==> config.mk <==
export PLATFORM = sky130hd
export DESIGN_NAME = smsp_port
export DESIGN_NICKNAME = d
export VERILOG_FILES = /design/src/smsp_pkg.sv /design/src/smsp_port.sv
export SDC_FILE = /design/constraint.sdc
export NUM_CORES = 2
export LEC_CHECK = 0
export BUFFER_PORTS_ARGS = -buffer_cell sky130_fd_sc_hd__buf_2
export CAP_MARGIN = 20
export CORE_MARGIN = 2
export CORE_UTILIZATION = 45
export CTS_BUF_LIST = sky130_fd_sc_hd__clkbuf_4 sky130_fd_sc_hd__clkbuf_8
export DETAILED_ROUTE_END_ITERATION = 8
export PLACE_DENSITY = 0.72
export SETUP_SLACK_MARGIN = 0.3
export SKIP_CTS_REPAIR_TIMING = 1
export SLEW_MARGIN = 20
export SYNTH_ARGS = -nofsm -noshare
export SYNTH_HDL_FRONTEND = slang
export SYNTH_SLANG_ARGS = --single-unit
==> constraint.sdc <==
create_clock -name sys_clk -period 9.7 [get_ports sys_clk]
set_input_delay 1.94 -clock sys_clk [delete_from_list [all_inputs] [get_ports sys_clk]]
set_output_delay 1.94 -clock sys_clk [all_outputs]
set_load 0.005 [all_outputs]
==> src/smsp_pkg.sv <==
// constants, types and helpers for the serial master/slave port
// Operation
// - host data moves in blocks of at most 200 words, count rounded up
// - zero failure setting keeps serial traffic running despite backplane faults
// - positive setting N halts serial traffic after N consecutive backplane failures
// - one good backplane transfer resumes halted serial traffic
// - status pointer of -1 stores nothing, 0 to 4939 selects the location
// - each port holds a local station number from 0 to 254
// - parity code 0 none, 1 odd, 2 even, 3 mark, 4 space
// - bit rate selectable from 110 to 115200 baud
// - wait at least the minimum reply delay before answering a request
// - after raising request-to-send wait the pre-transmit delay before data
// - after the last data wait the post-transmit delay before dropping it
// - clear-to-send honoured when option is 1, ignored when 0
// - half duplex waits the enquiry delay after an ack before sending
// - master leaves at least the command gap between successive commands, except that a retry is reissued at once without it
// - master fails a command when no reply comes within the timeout
// - master reissues a failed request up to the retry count
// - after a command error skip that command for the configured list cycles
// - station list refreshed every N list cycles, zero disables it
// - enable 0 skips, 1 runs each scan by interval, 2 sends on change
// - continuous command not reissued before its issue interval in seconds
// - each command moves 1 to 100 registers from its start address
// - read data swap: 0 none, 1 words, 2 words and bytes, 3 bytes
package smsp_pkg;
	localparam int unsigned CLK_HZ = 10_000_000;
	localparam int unsigned MS_PER_SEC = 1000;
	localparam int unsigned MS_TIME = 1;
	localparam logic [15:0] BLOCK_WORDS = 16'h00c8;
	localparam logic [15:0] STORE_OFF = 16'hffff;
	localparam logic [15:0] STORE_MAX = 16'h134b;
	localparam logic [7:0] STATION_MAX = 8'hfe;
	localparam logic [6:0] CNT_MIN = 7'h01;
	localparam logic [6:0] CNT_MAX = 7'h64;
	localparam int CMD_DEPTH = 16;
	localparam int CMD_AW = 4;
	localparam logic [3:0] BITS_MIN = 4'h5;
	localparam logic [3:0] BITS_MAX = 4'h8;
	typedef enum logic [2:0] {
		PAR_NONE = 3'b000, PAR_ODD = 3'b001, PAR_EVEN = 3'b010,
		PAR_MARK = 3'b011, PAR_SPACE = 3'b100
	} smsp_par_t;
	typedef enum logic [1:0] {
		EN_OFF = 2'b00, EN_CONT = 2'b01, EN_CHANGE = 2'b10
	} smsp_en_t;
	typedef enum logic [1:0] {
		SW_NONE = 2'b00, SW_WORD = 2'b01, SW_BOTH = 2'b10, SW_BYTE = 2'b11
	} smsp_swap_t;
	typedef enum logic [2:0] {
		T_IDLE = 3'b000, T_RTS_ON = 3'b001, T_CTS = 3'b010, T_START = 3'b011,
		T_DATA = 3'b100, T_PAR = 3'b101, T_STOP = 3'b110, T_RTS_OFF = 3'b111
	} smsp_tx_t;
	typedef enum logic [2:0] {
		M_GAP = 3'b000, M_PICK = 3'b001, M_ISSUE = 3'b010, M_WAIT = 3'b011,
		M_NEXT = 3'b100
	} smsp_mst_t;
	typedef struct packed {
		logic [1:0] enable;
		logic [12:0] start_addr;
		logic [15:0] interval;
		logic [6:0] count;
		logic [1:0] swap;
		logic [7:0] node;
	} smsp_cmd_t;
	typedef struct packed {
		logic [7:0] data;
		logic last;
	} smsp_txw_t;
	typedef struct packed {
		logic master;
		logic half_duplex;
		logic [7:0] station;
		logic [3:0] baud_sel;
		logic [2:0] parity;
		logic [3:0] data_bits;
		logic two_stop;
		logic cts_honour;
		logic [15:0] min_reply;
		logic [15:0] pre_tx;
		logic [15:0] post_tx;
		logic [15:0] enquiry;
	} smsp_port_cfg_t;
	typedef struct packed {
		logic [CMD_AW:0] list_length;
		logic [15:0] gap;
		logic [15:0] timeout;
		logic [7:0] retries;
		logic [15:0] skip_cycles;
		logic [15:0] refresh;
	} smsp_mst_cfg_t;
	// bit period in clocks for each rate code, 110 up to 115200
	function automatic logic [16:0] smsp_baud_div(input logic [3:0] sel);
		case (sel)
			4'h0: smsp_baud_div = 17'(CLK_HZ / 110);
			4'h1: smsp_baud_div = 17'(CLK_HZ / 300);
			4'h2: smsp_baud_div = 17'(CLK_HZ / 600);
			4'h3: smsp_baud_div = 17'(CLK_HZ / 1200);
			4'h4: smsp_baud_div = 17'(CLK_HZ / 2400);
			4'h5: smsp_baud_div = 17'(CLK_HZ / 4800);
			4'h6: smsp_baud_div = 17'(CLK_HZ / 9600);
			4'h7: smsp_baud_div = 17'(CLK_HZ / 19200);
			4'h8: smsp_baud_div = 17'(CLK_HZ / 38400);
			4'h9: smsp_baud_div = 17'(CLK_HZ / 57600);
			default: smsp_baud_div = 17'(CLK_HZ / 115200);
		endcase
	endfunction
endpackage

==> src/smsp_port.sv <==
// serial master/slave port: paging, backplane policy, framing, master scheduler
`timescale 1ns/100ps
module smsp_port
	import smsp_pkg::*;
#(
	parameter int unsigned MS_CYCLES = (CLK_HZ / 1000) * MS_TIME
) (
	// clock and reset
	input wire logic sys_clk,
	input wire logic reset,
	// host block paging
	input wire logic [15:0] register_count,
	output logic [15:0] block_count,
	output logic [7:0] last_block_words,
	// backplane transfer health
	input wire logic bp_xfer_ok,
	input wire logic bp_xfer_fail,
	input wire logic [15:0] backplane_fail_retries,
	output logic comm_halted,
	// status placement
	input wire logic [15:0] status_store_pointer,
	output logic status_store_enable,
	output logic [12:0] status_store_addr,
	// port configuration
	input wire smsp_port_cfg_t port_cfg,
	output logic [7:0] local_station_number,
	// serial line and framing events
	input wire logic cts_in,
	input wire logic rx_frame_end,
	input wire logic ack_received,
	output logic tx_line,
	output logic rts_out,
	// transmit bytes
	input wire logic txw_valid,
	input wire smsp_txw_t txw,
	output logic txw_ready,
	// master configuration and command table
	input wire smsp_mst_cfg_t mst_cfg,
	input wire logic cmd_wr,
	input wire logic [CMD_AW-1:0] cmd_wr_idx,
	input wire smsp_cmd_t cmd_wr_data,
	input wire logic [CMD_DEPTH-1:0] cmd_data_changed,
	input wire logic reply_received,
	output logic cmd_issue,
	output logic [CMD_AW-1:0] cmd_issue_idx,
	output smsp_cmd_t cmd_out,
	output logic cmd_failed,
	output logic cmd_error,
	output logic station_list_update,
	// read data reordering
	input wire logic rd_valid,
	input wire logic [31:0] rd_data,
	output logic rd_out_valid,
	output logic [31:0] rd_out
);
	////////////////////////////////////////////////////////////////
	// time base: millisecond and second enables
	logic [13:0] ms_cnt_reg;
	logic [9:0] sec_cnt_reg;
	wire ms_tick = (ms_cnt_reg == 14'(MS_CYCLES - 1));
	wire sec_tick = ms_tick && (sec_cnt_reg == 10'(MS_PER_SEC - 1));
	always_ff @(posedge sys_clk) begin
		if (reset || ms_tick) ms_cnt_reg <= '0;
		else ms_cnt_reg <= ms_cnt_reg + 14'h0001;
		if (reset || sec_tick) sec_cnt_reg <= '0;
		else if (ms_tick) sec_cnt_reg <= sec_cnt_reg + 10'h001;
	end

	////////////////////////////////////////////////////////////////
	// paging, status placement and station number
	wire [15:0] blocks_next = 16'((32'(register_count) + 32'(BLOCK_WORDS) - 1) / 32'(BLOCK_WORDS));
	wire [15:0] rem_words = 16'(register_count % BLOCK_WORDS);
	wire [7:0] last_next = (rem_words == 16'h0000 && register_count != 16'h0000) ?
		8'(BLOCK_WORDS) : 8'(rem_words);
	wire store_ok = (status_store_pointer != STORE_OFF) && (status_store_pointer <= STORE_MAX);
	always_ff @(posedge sys_clk) begin
		if (reset) begin
			block_count <= '0;
			last_block_words <= '0;
			status_store_enable <= 1'b0;
			status_store_addr <= '0;
			local_station_number <= '0;
		end else begin
			block_count <= blocks_next;
			last_block_words <= last_next;
			status_store_enable <= store_ok;
			status_store_addr <= status_store_pointer[12:0];
			if (port_cfg.station <= STATION_MAX) local_station_number <= port_cfg.station;
		end
	end

	////////////////////////////////////////////////////////////////
	// backplane failure policy
	logic [15:0] bp_fail_cnt_reg;
	wire [15:0] bp_fail_inc = bp_fail_cnt_reg + 16'h0001;
	wire bp_limit = (backplane_fail_retries != 16'h0000) && (bp_fail_inc >= backplane_fail_retries);
	always_ff @(posedge sys_clk) begin
		if (reset) begin
			bp_fail_cnt_reg <= '0;
			comm_halted <= 1'b0;
		end else if (bp_xfer_ok) begin
			bp_fail_cnt_reg <= '0;
			comm_halted <= 1'b0;
		end else if (bp_xfer_fail) begin
			if (bp_fail_inc != 16'h0000) bp_fail_cnt_reg <= bp_fail_inc;
			if (bp_limit) comm_halted <= 1'b1;
		end
	end

	////////////////////////////////////////////////////////////////
	// two-entry transmit buffer
	smsp_txw_t buf_mem [2];
	logic buf_wp_reg;
	logic buf_rp_reg;
	logic [1:0] buf_cnt_reg;
	logic buf_pop;
	wire buf_push = txw_valid && txw_ready;
	wire buf_valid = (buf_cnt_reg != 2'b00);
	wire [1:0] buf_cnt_next = 2'(buf_cnt_reg + {1'b0, buf_push} - {1'b0, buf_pop});
	smsp_txw_t buf_head;
	assign buf_head = buf_mem[buf_rp_reg];
	always_ff @(posedge sys_clk) begin
		if (reset) begin
			buf_wp_reg <= 1'b0;
			buf_rp_reg <= 1'b0;
			buf_cnt_reg <= '0;
			txw_ready <= 1'b0;
		end else begin
			if (buf_push) buf_wp_reg <= ~buf_wp_reg;
			if (buf_pop) buf_rp_reg <= ~buf_rp_reg;
			buf_cnt_reg <= buf_cnt_next;
			txw_ready <= (buf_cnt_next != 2'b10);
		end
	end
	always_ff @(posedge sys_clk) begin
		if (buf_push) buf_mem[buf_wp_reg] <= txw;
	end

	////////////////////////////////////////////////////////////////
	// reply hold-off: minimum reply delay and enquiry delay
	logic [15:0] hold_reg;
	always_ff @(posedge sys_clk) begin
		if (reset) hold_reg <= '0;
		else if (rx_frame_end && !port_cfg.master) hold_reg <= port_cfg.min_reply;
		else if (ack_received && port_cfg.half_duplex) hold_reg <= port_cfg.enquiry;
		else if (ms_tick && hold_reg != 16'h0000) hold_reg <= hold_reg - 16'h0001;
	end

	////////////////////////////////////////////////////////////////
	// transmitter: request-to-send sequencing and character framing
	smsp_tx_t tx_state_reg;
	smsp_tx_t tx_state_next;
	logic [16:0] baud_cnt_reg;
	logic [15:0] dly_reg;
	logic [2:0] bit_idx_reg;
	logic stop_idx_reg;
	logic [7:0] shift_reg;
	logic par_acc_reg;
	logic last_reg;
	wire [16:0] bit_div = smsp_baud_div(port_cfg.baud_sel);
	wire baud_end = (baud_cnt_reg == bit_div - 17'h00001);
	wire dly_done = (dly_reg == 16'h0000);
	wire cts_ok = !port_cfg.cts_honour || cts_in;
	wire [3:0] nbits = (port_cfg.data_bits < BITS_MIN) ? BITS_MIN :
		(port_cfg.data_bits > BITS_MAX) ? BITS_MAX : port_cfg.data_bits;
	wire data_end = ({1'b0, bit_idx_reg} == nbits - 4'h1);
	wire has_par = (port_cfg.parity != PAR_NONE);
	wire par_now = (tx_state_reg == T_DATA) ? par_acc_reg ^ shift_reg[0] : par_acc_reg;
	// parity bit value for the selected mode, last data bit folded in
	logic par_bit;
	always_comb begin
		case (smsp_par_t'(port_cfg.parity))
			PAR_ODD: par_bit = ~par_now;
			PAR_EVEN: par_bit = par_now;
			PAR_MARK: par_bit = 1'b1;
			PAR_SPACE: par_bit = 1'b0;
			default: par_bit = 1'b0;
		endcase
	end
	// next state of the transmitter
	always_comb begin
		tx_state_next = tx_state_reg;
		buf_pop = 1'b0;
		case (tx_state_reg)
			T_IDLE: if (buf_valid && !comm_halted && hold_reg == 16'h0000)
				tx_state_next = T_RTS_ON;
			T_RTS_ON: if (dly_done) tx_state_next = T_CTS;
			T_CTS: if (cts_ok) begin
				tx_state_next = T_START;
				buf_pop = 1'b1;
			end
			T_START: if (baud_end) tx_state_next = T_DATA;
			T_DATA: if (baud_end && data_end) tx_state_next = has_par ? T_PAR : T_STOP;
			T_PAR: if (baud_end) tx_state_next = T_STOP;
			T_STOP: if (baud_end && (stop_idx_reg || !port_cfg.two_stop)) begin
				if (!last_reg && buf_valid && cts_ok) begin
					tx_state_next = T_START;
					buf_pop = 1'b1;
				end else if (!last_reg) tx_state_next = T_CTS;
				else tx_state_next = T_RTS_OFF;
			end
			T_RTS_OFF: if (dly_done) tx_state_next = T_IDLE;
			default: tx_state_next = T_IDLE;
		endcase
	end
	// transmitter registers
	always_ff @(posedge sys_clk) begin
		if (reset) begin
			tx_state_reg <= T_IDLE;
			baud_cnt_reg <= '0;
			dly_reg <= '0;
			bit_idx_reg <= '0;
			stop_idx_reg <= 1'b0;
			shift_reg <= '0;
			par_acc_reg <= 1'b0;
			last_reg <= 1'b0;
			tx_line <= 1'b1;
			rts_out <= 1'b0;
		end else begin
			tx_state_reg <= tx_state_next;
			baud_cnt_reg <= (baud_end || tx_state_next != tx_state_reg) ? '0 :
				baud_cnt_reg + 17'h00001;
			if (tx_state_reg == T_IDLE) dly_reg <= port_cfg.pre_tx;
			else if (tx_state_next == T_RTS_OFF && tx_state_reg != T_RTS_OFF)
				dly_reg <= port_cfg.post_tx;
			else if (ms_tick && !dly_done) dly_reg <= dly_reg - 16'h0001;
			if (buf_pop) begin
				shift_reg <= buf_head.data;
				last_reg <= buf_head.last;
				par_acc_reg <= 1'b0;
				bit_idx_reg <= '0;
				stop_idx_reg <= 1'b0;
			end else if (baud_end && tx_state_reg == T_DATA) begin
				par_acc_reg <= par_acc_reg ^ shift_reg[0];
				shift_reg <= {1'b0, shift_reg[7:1]};
				bit_idx_reg <= bit_idx_reg + 3'h1;
			end else if (baud_end && tx_state_reg == T_STOP) stop_idx_reg <= 1'b1;
			rts_out <= (tx_state_next != T_IDLE);
			case (tx_state_next)
				T_START: tx_line <= 1'b0;
				T_DATA: tx_line <= (tx_state_reg == T_DATA && baud_end) ? shift_reg[1] :
					shift_reg[0];
				T_PAR: tx_line <= par_bit;
				default: tx_line <= 1'b1;
			endcase
		end
	end

	////////////////////////////////////////////////////////////////
	// master command table and per-command timers
	smsp_cmd_t cmd_mem [CMD_DEPTH];
	logic [15:0] age_reg [CMD_DEPTH];
	logic [15:0] skip_reg [CMD_DEPTH];
	smsp_mst_t m_state_reg;
	logic [CMD_AW-1:0] m_idx_reg;
	logic [15:0] m_tmr_reg;
	logic [7:0] m_try_reg;
	logic [15:0] m_cycle_reg;
	smsp_cmd_t cur;
	assign cur = cmd_mem[m_idx_reg];
	wire cnt_ok = (cur.count >= CNT_MIN) && (cur.count <= CNT_MAX);
	wire due_cont = (cur.enable == EN_CONT) && (age_reg[m_idx_reg] >= cur.interval);
	wire due_chg = (cur.enable == EN_CHANGE) && cmd_data_changed[m_idx_reg];
	wire skipping = (skip_reg[m_idx_reg] != 16'h0000);
	wire cmd_due = cnt_ok && !skipping && (due_cont || due_chg);
	wire list_wrap = ({1'b0, m_idx_reg} + 5'h01 >= mst_cfg.list_length);
	wire m_timeout = (m_tmr_reg == 16'h0000) && !reply_received;
	wire m_error = m_timeout && (m_try_reg >= mst_cfg.retries);
	wire m_run = port_cfg.master && !comm_halted && (mst_cfg.list_length != '0);
	always_ff @(posedge sys_clk) begin
		if (cmd_wr) cmd_mem[cmd_wr_idx] <= cmd_wr_data;
	end
	// issue age in seconds and error skip count for each entry
	genvar gi;
	generate
		for (gi = 0; gi < CMD_DEPTH; gi++) begin : g_cmd
			wire sel = (m_idx_reg == CMD_AW'(gi));
			always_ff @(posedge sys_clk) begin
				if (reset) age_reg[gi] <= 16'hffff;
				else if (cmd_issue && sel) age_reg[gi] <= '0;
				else if (sec_tick && age_reg[gi] != 16'hffff) age_reg[gi] <= age_reg[gi] + 16'h0001;
				if (reset || (cmd_wr && cmd_wr_idx == CMD_AW'(gi))) skip_reg[gi] <= '0;
				else if (sel && m_state_reg == M_WAIT && m_error)
					skip_reg[gi] <= mst_cfg.skip_cycles;
				else if (sel && m_state_reg == M_PICK && skip_reg[gi] != 16'h0000)
					skip_reg[gi] <= skip_reg[gi] - 16'h0001;
			end
		end
	endgenerate
	// master scheduler
	always_ff @(posedge sys_clk) begin
		if (reset || !m_run) begin
			m_state_reg <= M_GAP;
			m_idx_reg <= '0;
			m_tmr_reg <= mst_cfg.gap;
			m_try_reg <= '0;
			cmd_issue <= 1'b0;
			cmd_failed <= 1'b0;
			cmd_error <= 1'b0;
			if (reset) begin
				m_cycle_reg <= '0;
				station_list_update <= 1'b0;
				cmd_issue_idx <= '0;
				cmd_out <= '0;
			end
		end else begin
			cmd_issue <= 1'b0;
			cmd_failed <= 1'b0;
			cmd_error <= 1'b0;
			station_list_update <= 1'b0;
			case (m_state_reg)
				M_GAP: if (m_tmr_reg == 16'h0000) m_state_reg <= M_PICK;
					else if (ms_tick) m_tmr_reg <= m_tmr_reg - 16'h0001;
				M_PICK: begin
					m_try_reg <= '0;
					m_state_reg <= cmd_due ? M_ISSUE : M_NEXT;
				end
				M_ISSUE: begin
					cmd_issue <= 1'b1;
					cmd_issue_idx <= m_idx_reg;
					cmd_out <= cur;
					m_tmr_reg <= mst_cfg.timeout;
					m_state_reg <= M_WAIT;
				end
				M_WAIT: if (reply_received) begin
					m_tmr_reg <= mst_cfg.gap;
					m_state_reg <= M_NEXT;
				end else if (m_timeout) begin
					cmd_failed <= 1'b1;
					m_tmr_reg <= mst_cfg.gap;
					if (m_error) begin
						cmd_error <= 1'b1;
						m_state_reg <= M_NEXT;
					end else begin
						m_try_reg <= m_try_reg + 8'h01;
						m_state_reg <= M_ISSUE;
					end
				end else if (ms_tick) m_tmr_reg <= m_tmr_reg - 16'h0001;
				M_NEXT: begin
					m_state_reg <= M_GAP;
					if (list_wrap) begin
						m_idx_reg <= '0;
						if (mst_cfg.refresh != 16'h0000 && m_cycle_reg + 16'h0001 >= mst_cfg.refresh) begin
							m_cycle_reg <= '0;
							station_list_update <= 1'b1;
						end else m_cycle_reg <= m_cycle_reg + 16'h0001;
					end else m_idx_reg <= m_idx_reg + CMD_AW'(1);
				end
				default: m_state_reg <= M_GAP;
			endcase
		end
	end

	////////////////////////////////////////////////////////////////
	// read data reordering by the issued command's swap code
	logic [31:0] swapped;
	always_comb begin
		case (smsp_swap_t'(cmd_out.swap))
			SW_WORD: swapped = {rd_data[15:0], rd_data[31:16]};
			SW_BOTH: swapped = {rd_data[7:0], rd_data[15:8], rd_data[23:16], rd_data[31:24]};
			SW_BYTE: swapped = {rd_data[23:16], rd_data[31:24], rd_data[7:0], rd_data[15:8]};
			default: swapped = rd_data;
		endcase
	end
	always_ff @(posedge sys_clk) begin
		if (reset) begin
			rd_out_valid <= 1'b0;
			rd_out <= '0;
		end else begin
			rd_out_valid <= rd_valid;
			if (rd_valid) rd_out <= swapped;
		end
	end
endmodule // smsp_port

# [Word level (Yosys, flattened, before mapping)]
# Memory sizes are Yosys's and may differ from the RTL's. A register that Yosys moved wholly into a read port is not among the register bits.
# Cells that the tools add are included.
[classes] addsub=50 div=2 order_cmp=12 n_eq_ne=84 n_mux=404 bitwise_logic=71 reduce_logical=228
[op_table] op="16-bit 2-to-1 mux" count=80
[op_table] op="16-bit nonzero test" count=22
[op_table] op="16-bit by 1-bit subtractor with 16-bit output (second input constant)" count=19
[op_table] op="16-bit by 1-bit adder with 16-bit output (second input constant)" count=18
[op_table] op="1-bit 2-to-1 mux" count=278
[op_table] op="16-bit != test (second input constant)" count=17
[op_table] op="48-bit 2-to-1 mux" count=3
[op_table] op="1-bit logical AND" count=140
[op_table] op="32-bit case mux with 3 select lines" count=1
[op_table] op="4-bit == test (second input constant)" count=16
[op_table] op="16-bit logical NOT" count=4
[op_table] op="1-bit bitwise OR" count=64
[op_table] op="16-bit >= comparator" count=3
[op_table] op="4-bit 2-to-1 mux" count=12
[op_table] op="8-bit 2-to-1 mux" count=6
[op_table] op="16-bit case mux with 3 select lines" count=1
[op_table] op="3-bit 2-to-1 mux" count=15
[op_table] op="32-bit by 8-bit divider with 32-bit output (second input constant)" count=1
[op_table] op="4-bit by 3-bit == test with 1-bit output (second input constant)" count=8
[op_table] op="3-bit == test (second input constant)" count=8
[op_table] op="3-bit case mux with 8 select lines" count=1
[op_table] op="1-bit logical OR" count=23
[op_table] op="3-bit by 2-bit == test with 1-bit output (second input constant)" count=7
[op_table] op="17-bit by 1-bit subtractor with 18-bit output (second input constant)" count=1
[op_table] op="55 further kinds" count=103
[word_totals] register_bits=296 mem_bits_rw=1298 rom_bits=272 in_bits=332 output_inout_bits=139 word_cells=899 n_memories=5
[memory_table] memory="cmd_mem" depth=16 width=48 rd=1 rd_clocked_by_memory_dff=1 wr=1 line_no="smsp_port.sv:251" source="smsp_cmd_t cmd_mem [CMD_DEPTH];"
[memory_table] memory="(name not given)" depth=16 width=17 rd=1 rd_clocked_by_memory_dff=0 wr=0 line_no="smsp_pkg.sv:93" source="case (sel)"
[memory_table] memory="age_reg" depth=16 width=16 rd=17 rd_clocked_by_memory_dff=1 wr=16 line_no="smsp_port.sv:252" source="logic [15:0] age_reg [CMD_DEPTH];"
[memory_table] memory="skip_reg" depth=16 width=16 rd=17 rd_clocked_by_memory_dff=1 wr=16 line_no="smsp_port.sv:253" source="logic [15:0] skip_reg [CMD_DEPTH];"
[memory_table] memory="buf_mem" depth=2 width=9 rd=1 rd_clocked_by_memory_dff=1 wr=1 line_no="smsp_port.sv:112" source="smsp_txw_t buf_mem [2];"

# [Logic depth before layout (Yosys ltp)]
[logic_depth] ltp_word=12 depth_mapped=30 mapped_depth_nobuf=29

# [Least setup slack after synthesis]
# No wires, ideal clock.
[synth_path] path_type="input-to-reg" startpoint="input cmd_wr_idx[3]" endpoint="memory skip_reg[0][10], data pin" setup_ns=0.267 arrival_time_ns=7.000 required_time_ns=9.433 setup_slack_ns=2.434 cell_stages=6 path_buffers=1 cell_sequence="or3b_2 nor3_1 nor3_1 clkbuf_1 nand2_1 o21ai_0"
[synth_lines] element="from (decl)" line_no="smsp_port.sv:40" source="input wire logic [CMD_AW-1:0] cmd_wr_idx,"
[synth_lines] element="to (decl)" line_no="smsp_port.sv:253"

# [Worst setup path in the final report]
[layout_path] startpoint="input register_count[5]" endpoint="register block_count[0]"
[layout_between] elab_chain_len=3
[layout_lines] element="from (decl)" line_no="smsp_port.sv:12" source="input wire logic [15:0] register_count,"
[layout_lines] element="16-bit by 8-bit adder with 17-bit output" line_no="smsp_port.sv:71" source="wire [15:0] blocks_next = 16'((32'(register_count) + 32'(BLOCK_WORDS) - 1) / 32'(BLOCK_WORDS));"
[layout_lines] element="17-bit by 1-bit subtractor with 18-bit output" line_no="smsp_port.sv:71"
[layout_lines] element="32-bit by 8-bit divider with 32-bit output" line_no="smsp_port.sv:71"
[layout_lines] element="to (signal assigned)" line_no="smsp_port.sv:84" source="block_count <= blocks_next;"
[layout_lines] element="to (decl)" line_no="smsp_port.sv:13" source="output logic [15:0] block_count,"
# Every way passes these cells.
# A chain may end at the register's enable or synchronous reset.

==> impl_metrics.ini <==
[hold_path]
hold_path_class = reg -> reg

[floorplanning]
core_area_um2 = 178200
dieArea_um2 = 182400
io_pins = 471
rows = 155
start_util = 0.4519
die_y_um = 427.1
die_width_um = 427.1

[placement]
placed_cell_area_um2 = 85440
post-dp-hpwl_um = 142500
gp_congestion = 0.9617
portBuffers = 464
dp_slack_ns = 1.635

[synth]
mappedNetlistArea_um2 = 80540
netlist.area_leader.share = 0.5156
synth-seq-area-share = 0.5678
synth_edf_count = 1383
yosysWarningCount = 0
ys_ff_latch = 1593
synth_area_per_cell_um2 = 12.52
synth_area_leaders = edfxtp_1, mux4_2, dfxtp_1, o21ai_0, xnor2_1
ys.flop_type = edfxtp_1
synth_cells = 6431
ys_async_sr_fraction = 0
yosysTopAreaCell = edfxtp_1
yosysUniqueCellTypes = 126

[detailed_routing]
wl_um = 218700
drc = 0
drt_iter0_markers = 6087
detail-route-antenna-nets = 0
dr.pass1.iters = 6
routed_via_density = 5.917
wl_per_cell_um = 22.93
num_vias = 56430

[setup_path]
cpPeakStageDelay_ns = 0.52
crit_path_cell_trace = buf_2, nand3_4, a211oi_4, xor2_1, nor4_4, o21ai_2, a221oi_4, nand2_1, o2111a_1, a211oi_1, a2111oi_0, or2_4, a311oi_2, nor3b_1, a21oi_1, xor2_1, o211ai_1, a221oi_2, o221ai_2, o31ai_2, o2bb2ai_1
cp_max_fo = 18
endpoint_kind = flip-flop
cp_data_required_time_ns = 10.59
r2r_slack_ns = 2.71
cp_num_buf_inv = 1
path_class = in -> reg
worst_path_max_delay_cell = nor4_4
critPathTopFamily = compound AO/OA/AOI/OAI gates
cp_data_arrival_time_ns = 8.13
cpMostUsedCell = xor2_1
startpoint_type = primary input

[layout]
nFillCells = 14890
largest_register_ffs = 768
fin_nets = 7424
area_delta_synth_final_pct = 12.95
final_area_um2 = 90980
final_util = 0.5105
drive_gt1_frac = 0.2064

[power_and_ir_drop]
p_leak_nw = 30.98
comb_power_share = 0.111
p_int_w = 0.01169
power_switching_w = 0.003950
seq_power_share = 0.495
powerDensity_nw_per_um2 = 171.9
clkPwrFrac = 0.394
switching_share = 0.2526
peakVddDrop_v = 0.0001717

[clock_tree]
clock_sinks = 1593
clock_latency_ns = 1.03
clockBufferDepth = 4
htree_levels = 5
clkTransAtPathRegs_ns = 0.06
numCtsBuffers = 284
root_buffer = clkbuf_8
tritoncts = done

[grt]
grt_max_degree = 100
grt_pass1_wl_um = 327800
antenna_found_initial = 44
grt_pass1_vias = 55160
gr-total-overflow = 0
groute.usage.overall = 0.2338

[sta]
setup_violations = 0
grt_setup_unrepaired = no
report.final.slew_viol_count = 0
finalCritPeriodShare = 0.7466
hold_violations = 0
skew_ns = 0.08433
layout_setup_ws_ns = 2.458
fin_crit_ns = 7.242
tns_ns = 0
maxSlewHeadroom = 0.2589
max_freq_mhz = 138.1
worst_pin_slew_ns = 1.106

[flow_run]
max_cap_viol_count = 0

[run_status]
status = finished clean
-- worst min-delay path, stage by stage (launching register included) --
cell and delay, ns:
dfxtp_1 0.31, nand2_1 0.05, a21oi_1 0.05
-- area by class of cell --
cell class                 count  area (um2)  share of cell area
multi-input combinational   4356       33110              0.3639
clock buffer                 378        4740             0.05210
timing repair buffer         551        3019             0.03319
sequential                  1593       45750              0.5029
antenna                       24       60.06           0.0006601
clock inverter               106       708.2            0.007784
inverter                     173       649.4            0.007138
tap                         2355        2947             0.03239
-- kinds of logic after synthesis --
group	count (synthesis)	share of synthesized area
xor gates and xnor gates	595	0.06507
buffers and inverters	487	0.02381
DFF	1593	0.5678
and+or+nand+nor	2011	0.1200
other	1	0.00004656
adders and majority gates	134	0.02078
AOI/OAI and AO/OA	1171	0.09207
muxes	439	0.1104
-- power groups by stage --
| stage | clock network (W) | logic, W | registers [W] |
|---|---|---|---|
| CTS | 0.00626 | 0.00172 | 0.00774 |
| global route | 0.00654 | 0.00190 | 0.00775 |
| finish | 0.00616 | 0.00174 | 0.00774 |
| detailed placement | 0 | 0.00171 | 0.00788 |
| global placement | 0 | 0.00168 | 0.00787 |
| floorplan | 0 | 0.00120 | 0.00785 |
-- cell usage in the layout (no fill, tap or decap), types with 15 or more instances in the layout --
cell	n
a211oi_1	43
a21o_1	55
a21oi_1	110
a22oi_1	15
a311oi_1	16
a31oi_1	19
and2_1	65
and3_1	122
buf_2	463
buf_4	84
clkbuf_4	74
clkbuf_8	304
clkinv_1	59
clkinv_2	33
dfxtp_1	206
diode_2	24
edfxtp_1	1383
ha_1	133
inv_1	168
mux2i_1	72
mux4_2	358
nand2_1	592
nand2b_1	49
nand3_1	210
nand3b_1	19
nand4_1	36
nor2_1	474
nor2b_1	35
nor3_1	153
nor4_1	77
o211ai_1	51
o21ai_0	633
or3_1	39
or4_1	40
xnor2_1	342
xor2_1	249
-- worst paths after layout --
path                     startpoint        endpoint  cells past startpoint
setup / recovery  register_count[5]  block_count[0]                     21
hold / removal         hold_reg[10]    hold_reg[10]                      2
setup reg to reg          flip-flop  m_state_reg[1]                     24
hold reg to reg        hold_reg[10]    hold_reg[10]                      2
-- through the flow --
step,instances,hold slack [ns],total power (W)
detailed placement,9027,0.4546,0.009585
global placement,9027,0.4392,0.009543
global route,9524,0.4914,0.01620
finish,9536,0.4628,0.01564
floorplan,6436,0.4258,0.009057
CTS,9511,0.4630,0.01572
-- metal layers --
layer / global-route usage / wire (um) / vias up
met3: 0.05220 / 19150 / 567
met4: 0.1179 / 11600 / 32
met1: 0.2869 / 82800 / 27770
met2: 0.3885 / 105000 / 2608
met5: 0 / 204 / -
li1: - / - / 25440
-- cells in the mapped netlist, types with 8 or more instances --
master,number
a211o_1,8
a211oi_1,43
a21o_1,55
a21oi_1,110
a221oi_1,9
a22oi_1,15
a311oi_1,16
a31oi_1,19
a41o_1,12
and2_1,65
and3_1,122
buf_1,53
buf_2,12
buf_4,12
clkbuf_1,233
dfxtp_1,210
edfxtp_1,1383
ha_1,133
inv_1,169
mux2i_1,72
mux4_2,358
nand2_1,592
nand2b_1,50
nand3_1,211
nand3b_1,19
nand4_1,36
nor2_1,488
nor2b_1,36
nor3_1,164
nor3b_1,10
nor4_1,77
o211a_1,14
o211ai_1,51
o21a_1,11
o21ai_0,637
o21ai_1,13
o21ai_2,8
o31ai_1,14
o41ai_1,13
or2_2,14
or3_1,39
or4_1,40
xnor2_1,342
xor2_1,249
(Power assumes the default switching activity.)
